--- config.mk ---
export PLATFORM = sky130hd
export DESIGN_NAME = pmmc_top
export DESIGN_NICKNAME = d
export VERILOG_FILES = /design/src/shared/pmmc_pkg.sv /design/src/core/pmmc_mode_store.sv /design/src/core/pmmc_media_resolve.sv /design/src/core/pmmc_top.sv
export SDC_FILE = /design/constraint.sdc
export NUM_CORES = 1
export LEC_CHECK = 0
export ABC_CLOCK_PERIOD_IN_PS = 4000
export BUFFER_PORTS_ARGS = -buffer_cell sky130_fd_sc_hd__buf_2
export CAP_MARGIN = 20
export CORE_UTILIZATION = 48
export CTS_CLUSTER_SIZE = 25
export DETAILED_ROUTE_END_ITERATION = 12
export GPL_TIMING_DRIVEN = 0
export PLACE_DENSITY = 0.81
export REMOVE_ABC_BUFFERS = 1
export SYNTH_ARGS = -nofsm -noshare
export SYNTH_HDL_FRONTEND = slang
export SYNTH_SLANG_ARGS = --single-unit
--- constraint.sdc ---
create_clock -name CLK -period 4 [get_ports CLK]
set_input_delay 0.2 -clock CLK [delete_from_list [all_inputs] [get_ports CLK]]
set_output_delay 0.2 -clock CLK [all_outputs]
set_load 0.03 [all_outputs]
--- src/shared/pmmc_pkg.sv ---
package pmmc_pkg;

    // Bus geometry
    localparam int unsigned ADDR_W        = 12;
    localparam int unsigned DATA_W        = 32;
    localparam int unsigned REG_W         = 16;

    // Register indices; byte address is four times the index
    localparam logic [4:0]  IDX_BASIC_CTRL   = 5'h00;
    localparam logic [4:0]  IDX_MODE_CTRL    = 5'h17;
    localparam logic [4:0]  IDX_MEDIA_STATUS = 5'h1d;
    localparam logic [4:0]  IDX_GLOBAL_CFG   = 5'h1e;

    // Field positions
    localparam int unsigned BIT_SOFT_RESET   = 15;
    localparam int unsigned RSVD_HI_LSB      = 14;
    localparam int unsigned PEND_LSB         = 8;
    localparam int unsigned PEND_W           = 6;
    localparam int unsigned BIT_MAC_IF       = 12;
    localparam int unsigned BIT_AMS_PREF     = 11;
    localparam int unsigned MEDIA_MODE_LSB   = 8;
    localparam int unsigned OVERRIDE_LSB     = 6;
    localparam int unsigned BIT_FAR_LOOP     = 3;
    localparam int unsigned GCFG_LSB         = 14;

    // Reset values
    localparam logic [1:0]  RSVD_HI_RST      = 2'h0;
    localparam logic [5:0]  PEND_RST         = 6'h00;
    localparam logic [1:0]  OVERRIDE_RST     = 2'h0;
    localparam logic        FAR_LOOP_RST     = 1'b0;
    localparam logic [1:0]  GCFG_RST         = 2'h0;

    // Media mode codes
    localparam logic [2:0]  MODE_COPPER      = 3'h0;
    localparam logic [2:0]  MODE_PROTO_XFER  = 3'h1;
    localparam logic [2:0]  MODE_1000X       = 3'h2;
    localparam logic [2:0]  MODE_100FX       = 3'h3;
    localparam logic [2:0]  MODE_RESERVED    = 3'h4;
    localparam logic [2:0]  MODE_AMS_XFER    = 3'h5;
    localparam logic [2:0]  MODE_AMS_1000X   = 3'h6;
    localparam logic [2:0]  MODE_AMS_100FX   = 3'h7;

    // Override codes
    localparam logic [1:0]  OVR_NORMAL       = 2'h0;
    localparam logic [1:0]  OVR_SERIAL       = 2'h1;
    localparam logic [1:0]  OVR_COPPER       = 2'h2;

    // Global field value that lets the interface select take effect
    localparam logic [1:0]  GCFG_MAC_VALID   = 2'h0;

    typedef enum logic [1:0] {
        SRST_IDLE,
        SRST_APPLY,
        SRST_DONE
    } pmmc_srst_t;

endpackage

--- src/core/pmmc_mode_store.sv ---
`timescale 1ns/1ps
module pmmc_mode_store
    import pmmc_pkg::*;
(
    input  wire logic              clk,
    input  wire logic              rst_n,
    input  wire logic              wr_en,
    input  wire logic [PEND_W-1:0] wr_data,
    input  wire logic              commit,
    output logic      [PEND_W-1:0] pending,
    output logic      [PEND_W-1:0] active
);

    // Super-sticky: only the hardware reset clears either copy
    for (genvar i = 0; i < PEND_W; i++) begin : g_bit
        logic pend_q;
        logic act_q;

        always_ff @(posedge clk or negedge rst_n) begin
            if (!rst_n) begin
                pend_q <= PEND_RST[i];
            end else if (wr_en) begin
                pend_q <= wr_data[i];
            end
        end

        // A write in the commit cycle lands in pending only
        always_ff @(posedge clk or negedge rst_n) begin
            if (!rst_n) begin
                act_q <= PEND_RST[i];
            end else if (commit) begin
                act_q <= pend_q;
            end
        end

        assign pending[i] = pend_q;
        assign active[i]  = act_q;
    end

endmodule

--- src/core/pmmc_media_resolve.sv ---
`timescale 1ns/1ps
module pmmc_media_resolve
    import pmmc_pkg::*;
(
    input  wire logic [2:0] media_mode,
    input  wire logic       prefer_copper,
    input  wire logic       mac_1000x_sel,
    input  wire logic [1:0] override_sel,
    input  wire logic [1:0] global_cfg,
    input  wire logic       copper_link,
    input  wire logic       serial_link,
    output logic            mac_1000x,
    output logic            copper_en,
    output logic            serial_en,
    output logic            proto_xfer,
    output logic            fiber_1000x,
    output logic            fiber_100fx,
    output logic            ams_en,
    output logic            mode_invalid
);

    logic want_copper;

    always_comb begin
        mac_1000x    = mac_1000x_sel && (global_cfg == GCFG_MAC_VALID);
        mode_invalid = (media_mode == MODE_RESERVED);
        ams_en       = media_mode[2] && !mode_invalid;
        proto_xfer   = 1'b0;
        fiber_1000x  = 1'b0;
        fiber_100fx  = 1'b0;
        want_copper  = 1'b0;
        copper_en    = 1'b0;
        serial_en    = 1'b0;
        case (media_mode[1:0])
            2'h1: proto_xfer  = !mode_invalid;
            2'h2: fiber_1000x = 1'b1;
            2'h3: fiber_100fx = 1'b1;
            default: ;
        endcase
        if (ams_en) begin
            // Preferred medium wins while up, else whichever is up
            if (prefer_copper) begin
                want_copper = copper_link || !serial_link;
            end else begin
                want_copper = copper_link && !serial_link;
            end
            if (override_sel == OVR_SERIAL) begin
                want_copper = 1'b0;
            end else if (override_sel == OVR_COPPER) begin
                want_copper = 1'b1;
            end
            copper_en = want_copper;
            serial_en = !want_copper;
        end else if (media_mode == MODE_COPPER) begin
            copper_en = 1'b1;
        end else if (!mode_invalid) begin
            serial_en = 1'b1;
        end
    end

endmodule

--- src/core/pmmc_top.sv ---
// Register access over APB was left to the implementer.
`timescale 1ns/1ps
// Operation
// Bit 12 picks serial-gigabit or 1000X interface
// Interface pick valid only when global field 00
// Bit 11 picks preferred medium, default serial
// Codes 000-011 select one fixed medium
// Codes 101-111 auto-sense copper versus serial; 100 reserved
// Bits 7:6 force auto-sense to one medium
// Bit 3 enables far-end loopback
// Bits 13:8 take effect at software reset
// Bits 13:8 read back the active mode
// Super-sticky fields survive software reset
// Reserved read-only bits read zero; mode bits 15:14 are writable here and read back the written value
module pmmc_top
    import pmmc_pkg::*;
(
    input  wire logic              CLK,
    input  wire logic              RESET_N,
    input  wire logic              PSEL,
    input  wire logic              PENABLE,
    input  wire logic              PWRITE,
    input  wire logic [ADDR_W-1:0] PADDR,
    input  wire logic [DATA_W-1:0] PWDATA,
    input  wire logic [3:0]        PSTRB,
    output logic      [DATA_W-1:0] PRDATA,
    output logic                   PREADY,
    output logic                   PSLVERR,
    input  wire logic              COPPER_LINK_UP,
    input  wire logic              SERIAL_LINK_UP,
    output logic                   MAC_IF_1000X,
    output logic                   COPPER_MEDIA_EN,
    output logic                   SERIAL_MEDIA_EN,
    output logic                   SERIAL_PROTO_XFER,
    output logic                   FIBER_1000X_ANEG,
    output logic                   FIBER_100FX,
    output logic                   AUTO_MEDIA_SELECT_EN,
    output logic                   FAR_END_LOOPBACK,
    output logic                   SOFT_RESET_ACTIVE
);

    logic [DATA_W-1:0] prdata_q;
    logic [DATA_W-1:0] prdata_d;
    logic              pready_q;
    logic              pslverr_q;
    logic              pslverr_d;
    logic              access;
    logic              wr_commit;
    logic              addr_ok;
    logic [4:0]        idx;
    logic              hit_basic;
    logic              hit_mode;
    logic              hit_status;
    logic              hit_gcfg;
    logic [REG_W-1:0]  old_word;
    logic [REG_W-1:0]  wr_word;

    pmmc_srst_t        srst_q;
    logic              srst_start;
    logic              srst_active_q;
    logic              commit;
    logic [1:0]        rsvd_hi_q;
    logic [1:0]        override_q;
    logic              far_loop_q;
    logic [1:0]        gcfg_q;
    logic [PEND_W-1:0] pending;
    logic [PEND_W-1:0] active;
    logic [REG_W-1:0]  mode_word;
    logic [REG_W-1:0]  status_word;

    logic              r_mac;
    logic              r_copper;
    logic              r_serial;
    logic              r_xfer;
    logic              r_1000x;
    logic              r_100fx;
    logic              r_ams;
    logic              r_invalid;

    logic              mac_q;
    logic              copper_q;
    logic              serial_q;
    logic              xfer_q;
    logic              fib1000_q;
    logic              fib100_q;
    logic              ams_q;
    logic              invalid_q;

    // Address decode: word aligned, inside the register window
    assign idx        = PADDR[6:2];
    assign addr_ok    = (PADDR[1:0] == 2'h0) && (PADDR[ADDR_W-1:7] == '0);
    assign hit_basic  = addr_ok && (idx == IDX_BASIC_CTRL);
    assign hit_mode   = addr_ok && (idx == IDX_MODE_CTRL);
    assign hit_status = addr_ok && (idx == IDX_MEDIA_STATUS);
    assign hit_gcfg   = addr_ok && (idx == IDX_GLOBAL_CFG);

    // One wait state: data is prepared first, write lands on the ready edge
    assign access    = PSEL && PENABLE && !pready_q;
    assign wr_commit = PSEL && PENABLE && pready_q && PWRITE && !pslverr_q;

    // Active copy read back, never the pending one
    assign mode_word = {rsvd_hi_q[1], rsvd_hi_q[0], active,
                        override_q, 2'h0, far_loop_q, 3'h0};

    assign status_word = {8'h00, (pending != active), invalid_q, ams_q, mac_q,
                          fib100_q, fib1000_q, serial_q, copper_q};

    always_comb begin
        old_word = '0;
        if (hit_mode) begin
            old_word = {rsvd_hi_q, pending, override_q, 2'h0, far_loop_q, 3'h0};
        end else if (hit_gcfg) begin
            old_word = {gcfg_q, 14'h0000};
        end
    end

    // Byte lanes merge over the stored word
    always_comb begin
        wr_word[7:0]  = PSTRB[0] ? PWDATA[7:0]  : old_word[7:0];
        wr_word[15:8] = PSTRB[1] ? PWDATA[15:8] : old_word[15:8];
    end

    always_comb begin
        prdata_d  = '0;
        pslverr_d = 1'b0;
        if (hit_basic) begin
            prdata_d[BIT_SOFT_RESET] = (srst_q != SRST_IDLE);
        end else if (hit_mode) begin
            prdata_d[REG_W-1:0] = mode_word;
        end else if (hit_status) begin
            prdata_d[REG_W-1:0] = status_word;
        end else if (hit_gcfg) begin
            prdata_d[REG_W-1:0] = {gcfg_q, 14'h0000};
        end else begin
            pslverr_d = 1'b1;
        end
        if (PWRITE) begin
            prdata_d = '0;
        end
    end

    always_ff @(posedge CLK or negedge RESET_N) begin
        if (!RESET_N) begin
            pready_q <= 1'b0;
        end else if (access) begin
            pready_q <= 1'b1;
        end else begin
            pready_q <= 1'b0;
        end
    end

    always_ff @(posedge CLK or negedge RESET_N) begin
        if (!RESET_N) begin
            pslverr_q <= 1'b0;
        end else if (access) begin
            pslverr_q <= pslverr_d;
        end else begin
            pslverr_q <= 1'b0;
        end
    end

    // Read data stands only in the ready cycle, zero otherwise
    always_ff @(posedge CLK or negedge RESET_N) begin
        if (!RESET_N) begin
            prdata_q <= '0;
        end else if (access) begin
            prdata_q <= prdata_d;
        end else begin
            prdata_q <= '0;
        end
    end

    // Software reset sequencer; bit reads 1 until one cycle after the commit
    always_ff @(posedge CLK or negedge RESET_N) begin
        if (!RESET_N) begin
            srst_q <= SRST_IDLE;
        end else begin
            case (srst_q)
                SRST_IDLE: begin
                    if (srst_start) begin
                        srst_q <= SRST_APPLY;
                    end
                end
                SRST_APPLY: srst_q <= SRST_DONE;
                SRST_DONE:  srst_q <= SRST_IDLE;
                default:    srst_q <= SRST_IDLE;
            endcase
        end
    end

    assign srst_start = wr_commit && hit_basic && PSTRB[1] && PWDATA[BIT_SOFT_RESET];
    assign commit     = (srst_q == SRST_APPLY);

    // Own flop so the status pin never shows a state decode glitch
    always_ff @(posedge CLK or negedge RESET_N) begin
        if (!RESET_N) begin
            srst_active_q <= 1'b0;
        end else if (srst_q == SRST_IDLE) begin
            srst_active_q <= srst_start;
        end else begin
            srst_active_q <= (srst_q == SRST_APPLY);
        end
    end

    // Pending fields move to active only on commit
    pmmc_mode_store u_store (
        .clk     (CLK),
        .rst_n   (RESET_N),
        .wr_en   (wr_commit && hit_mode),
        .wr_data (wr_word[PEND_LSB +: PEND_W]),
        .commit  (commit),
        .pending (pending),
        .active  (active)
    );

    // Plain fields return to defaults on software reset; a write in the commit cycle is dropped
    always_ff @(posedge CLK or negedge RESET_N) begin
        if (!RESET_N) begin
            override_q <= OVERRIDE_RST;
            rsvd_hi_q  <= RSVD_HI_RST;
        end else if (commit) begin
            override_q <= OVERRIDE_RST;
            rsvd_hi_q  <= RSVD_HI_RST;
        end else if (wr_commit && hit_mode) begin
            override_q <= wr_word[OVERRIDE_LSB +: 2];
            rsvd_hi_q  <= wr_word[RSVD_HI_LSB +: 2];
        end
    end

    always_ff @(posedge CLK or negedge RESET_N) begin
        if (!RESET_N) begin
            far_loop_q <= FAR_LOOP_RST;
        end else if (commit) begin
            far_loop_q <= FAR_LOOP_RST;
        end else if (wr_commit && hit_mode) begin
            far_loop_q <= wr_word[BIT_FAR_LOOP];
        end
    end

    always_ff @(posedge CLK or negedge RESET_N) begin
        if (!RESET_N) begin
            gcfg_q <= GCFG_RST;
        end else if (wr_commit && hit_gcfg) begin
            gcfg_q <= wr_word[GCFG_LSB +: 2];
        end
    end

    pmmc_media_resolve u_resolve (
        .media_mode    (active[MEDIA_MODE_LSB-PEND_LSB +: 3]),
        .prefer_copper (active[BIT_AMS_PREF-PEND_LSB]),
        .mac_1000x_sel (active[BIT_MAC_IF-PEND_LSB]),
        .override_sel  (override_q),
        .global_cfg    (gcfg_q),
        .copper_link   (COPPER_LINK_UP),
        .serial_link   (SERIAL_LINK_UP),
        .mac_1000x     (r_mac),
        .copper_en     (r_copper),
        .serial_en     (r_serial),
        .proto_xfer    (r_xfer),
        .fiber_1000x   (r_1000x),
        .fiber_100fx   (r_100fx),
        .ams_en        (r_ams),
        .mode_invalid  (r_invalid)
    );

    always_ff @(posedge CLK or negedge RESET_N) begin
        if (!RESET_N) begin
            mac_q <= 1'b0;
        end else begin
            mac_q <= r_mac;
        end
    end

    always_ff @(posedge CLK or negedge RESET_N) begin
        if (!RESET_N) begin
            invalid_q <= 1'b0;
        end else begin
            invalid_q <= r_invalid;
        end
    end

    // Media is held off from the second software reset cycle until one cycle after it ends; auto-sense too, so
    // the flag never stands without its serial flavour
    always_ff @(posedge CLK or negedge RESET_N) begin
        if (!RESET_N) begin
            copper_q  <= 1'b0;
            serial_q  <= 1'b0;
            xfer_q    <= 1'b0;
            fib1000_q <= 1'b0;
            fib100_q  <= 1'b0;
            ams_q     <= 1'b0;
        end else if (srst_q != SRST_IDLE) begin
            copper_q  <= 1'b0;
            serial_q  <= 1'b0;
            xfer_q    <= 1'b0;
            fib1000_q <= 1'b0;
            fib100_q  <= 1'b0;
            ams_q     <= 1'b0;
        end else begin
            copper_q  <= r_copper;
            serial_q  <= r_serial;
            xfer_q    <= r_xfer;
            fib1000_q <= r_1000x;
            fib100_q  <= r_100fx;
            ams_q     <= r_ams;
        end
    end

    assign PRDATA               = prdata_q;
    assign PREADY               = pready_q;
    assign PSLVERR              = pslverr_q;
    assign MAC_IF_1000X         = mac_q;
    assign COPPER_MEDIA_EN      = copper_q;
    assign SERIAL_MEDIA_EN      = serial_q;
    assign SERIAL_PROTO_XFER    = xfer_q;
    assign FIBER_1000X_ANEG     = fib1000_q;
    assign FIBER_100FX          = fib100_q;
    assign AUTO_MEDIA_SELECT_EN = ams_q;
    assign FAR_END_LOOPBACK     = far_loop_q;
    assign SOFT_RESET_ACTIVE    = srst_active_q;

endmodule

==> results.md <==
* Status: complete, no violations
* Clk slew on worst S/H paths at 80 ps
* Row cnt at 24
* R2R setup slack at 1940 ps
* Unique masters post-synth at 41
* Hold_buf cts at 0
* Post-synth design cell area at 2160 µm²
* Area grow syn2layout at 18.1%
* Vias in the first global route at 1,389
* Clock Tree Root: clkbuf_8
* Synth area leader: dfrtp_1
* Async set-reset flop share out of synthesis at 100%
* P_leak at 1.36 nW
* Worst-path cell chain: nand4_1 > nor3_1 > nand3_1 > mux2_2
* Diode count at 0
* Count leader, synth: dfrtp_1
* Reg2Reg Depth at 4
* TritonCTS clock tree: yes
* Setup CP Type: reg2reg
* Worst min-delay path class: in2reg
* RSZ-0062 raised after global routing: false
* Largest fanout on the critical path at 7
* Worst Min Path Start: PWDATA[13]
* Clock sink total at 48
* Pwr dens at 320 nW/µm²
* Finish-stage setup viols at 0
* CP delay by family, top: simple AND/OR/NAND/NOR gates
* Synth Flop Type: dfrtp_1
* NumNets Final at 304
* Synth top area share at 55.6%
* Die height at 69.1 µm
* F_max at 486 MHz
* IR drop worst, VDD at 0.195 mV
* Overflow after GRT at 0
* All-layer global routing usage at 17.9%
* Most frequent cells after synthesis: 48 x dfrtp_1, 16 x buf_4, 15 x mux2_2
* Post-route clock period utilization at 51.4%
* Vias per Instance at 5.20
* EDFF count, synth at 0
* Hold Fails Final Rpt at 0
* Buf/Inv on CP at 0
* Post-route cell area at 2550 µm²
* Initial DRC count at 84
* Final Skew at 2.62 ps
* Register bit count reported by yosys at 48
* IO Pins at 98
* DRC viols at 0
* Initial antenna violation count at 0
* Die Span X at 69.1 µm
* Slowest cell on the critical path: nor3_1
* Seq/Total Area, Yosys at 55.6%
* Die Area at 4780 µm²
* CP Launch Type: flip-flop
* Vias at 1,564
* Number of buffers created by CTS at 5
* Top cells by area, synth: dfrtp_1 56%, mux2_2 7.8%, buf_4 5.6%
* Core area at 4350 µm²
* Final WL at 4.01 mm
* Number of post-CTS setup repair buffers at 0
* Crit Reg-Reg Endpoint: u_store.g_bit[1].pend_q
* Routability Congestion at 0.917
* Drt pass-1 iters at 4
* CP Capture Type: flip-flop
* # resized after CTS at 0
* Worst hold endpoint: u_store.g_bit[5].pend_q
* Critical path arrival at 2240 ps
* Routed length per instance at 13.3 µm
* Synth warnings at 0
* Clock Latency Late Sink at 290 ps
* Hold depth at 2
* Starting Density at 49.7%
* Rel. slew slack at 42.9%
* Share of cells above drive strength 1 at 34.5%
* Clock Path Buffers at 2
* Post-DP HPWL at 2.97 mm
* Largest net degree at the start of global routing at 49
* Worst slew pin tran at 853 ps
* Synth Area per Inst at 11.7 µm²
* Synth Instances at 185
* Worst R2R Start: PREADY
* Min Tclk post-route at 2060 ps
* Final antenna-violating net count at 0
* Max_cap viols at 0
* Max-slew violation count at 0
* Final Util at 58.6%
* Port bufs at 58
* Placed Area at 2440 µm²
* CP Data Required Time at 4180 ps
* CP peak stage delay at 590 ps
* Total negative setup slack at 0 ps
* CTS H-tree depth at 2
* First-pass GRT wire length at 6.63 mm
## worst max path at each step
stage | from | endpoint | depth (start not counted)
finish | PREADY | u_store.g_bit[1].pend_q | 4
global route | PREADY | u_store.g_bit[4].pend_q | 4
CTS | PREADY | u_store.g_bit[1].pend_q | 4
detailed placement | PADDR[2] | SOFT_RESET_ACTIVE | 5
global placement | PADDR[2] | SOFT_RESET_ACTIVE | 5
floorplan | PREADY | u_store.g_bit[0].pend_q | 4
## registers in the layout, indices dropped and copies added (netlist names), 2 cells and up
signal                flops
u_store.g_bit.act_q       6
gcfg_q                    2
override_q                2
u_store.g_bit.pend_q      6
srst_q                    2
rsvd_hi_q                 2
PRDATA                   16
## per-layer routing
layer  part of all wire [%]  track usage [%]
met1                     41             23.7
met2                     51             28.4
met3                    6.1             4.82
met4                    1.4             6.58
met5                      0                0
## per-stage QoR
step	worst slack [ps]	total power, mW	hold slack (ps)	std cells
floorplan	2130	0.530	-95.6	182
global placement	1900	0.560	420	292
detailed placement	1910	0.562	436	292
CTS	1960	0.826	118	299
global route	1740	0.860	129	301
finish	1940	0.818	132	301
## cells in the final DEF (no fill, tap or decap), types with 3 or more instances in the layout
cell / count
and2_1: 14
a21oi_1: 7
xor2_1: 3
nand2_1: 9
a22o_1: 3
clkbuf_8: 5
o21ai_0: 4
and3_1: 4
nand4_1: 6
nor3_1: 4
xnor2_1: 4
conb_1: 16
dfrtp_1: 48
nor2b_1: 3
mux2_2: 15
inv_1: 3
or3_1: 3
nor2_1: 9
buf_2: 58
## report_power, final
| group | switching, mW | internal, mW |
|---|---|---|
| registers | 0.00131 | 0.486 |
| logic | 0.0476 | 0.0209 |
| clock network | 0.143 | 0.119 |
| total | 0.192 | 0.626 |
## layout make-up
cell class	instances	area (µm²)
sequential	48	1200
inverter	3	11.3
timing repair buffer	60	328
clock buffer	6	72.6
tap	52	65.1
multi-input combinational	131	871
clock inverter	1	5.00
fill	374	1800
## cell families after synthesis
kind of cell             count (synthesis)  synth area share [%]
adder cells (fa/ha/maj)                  2                 0.926
XOR/XNOR                                 7                  2.84
multiplexers                            15                  7.81
AND/OR/NAND/NOR                         66                  18.0
other                                    1                 0.173
AO/OA/AOI/OAI                           25                  7.93
buffers and inverters                   21                  6.77
flip-flops                              48                  55.6
Power figures use the tool's default switching activity.
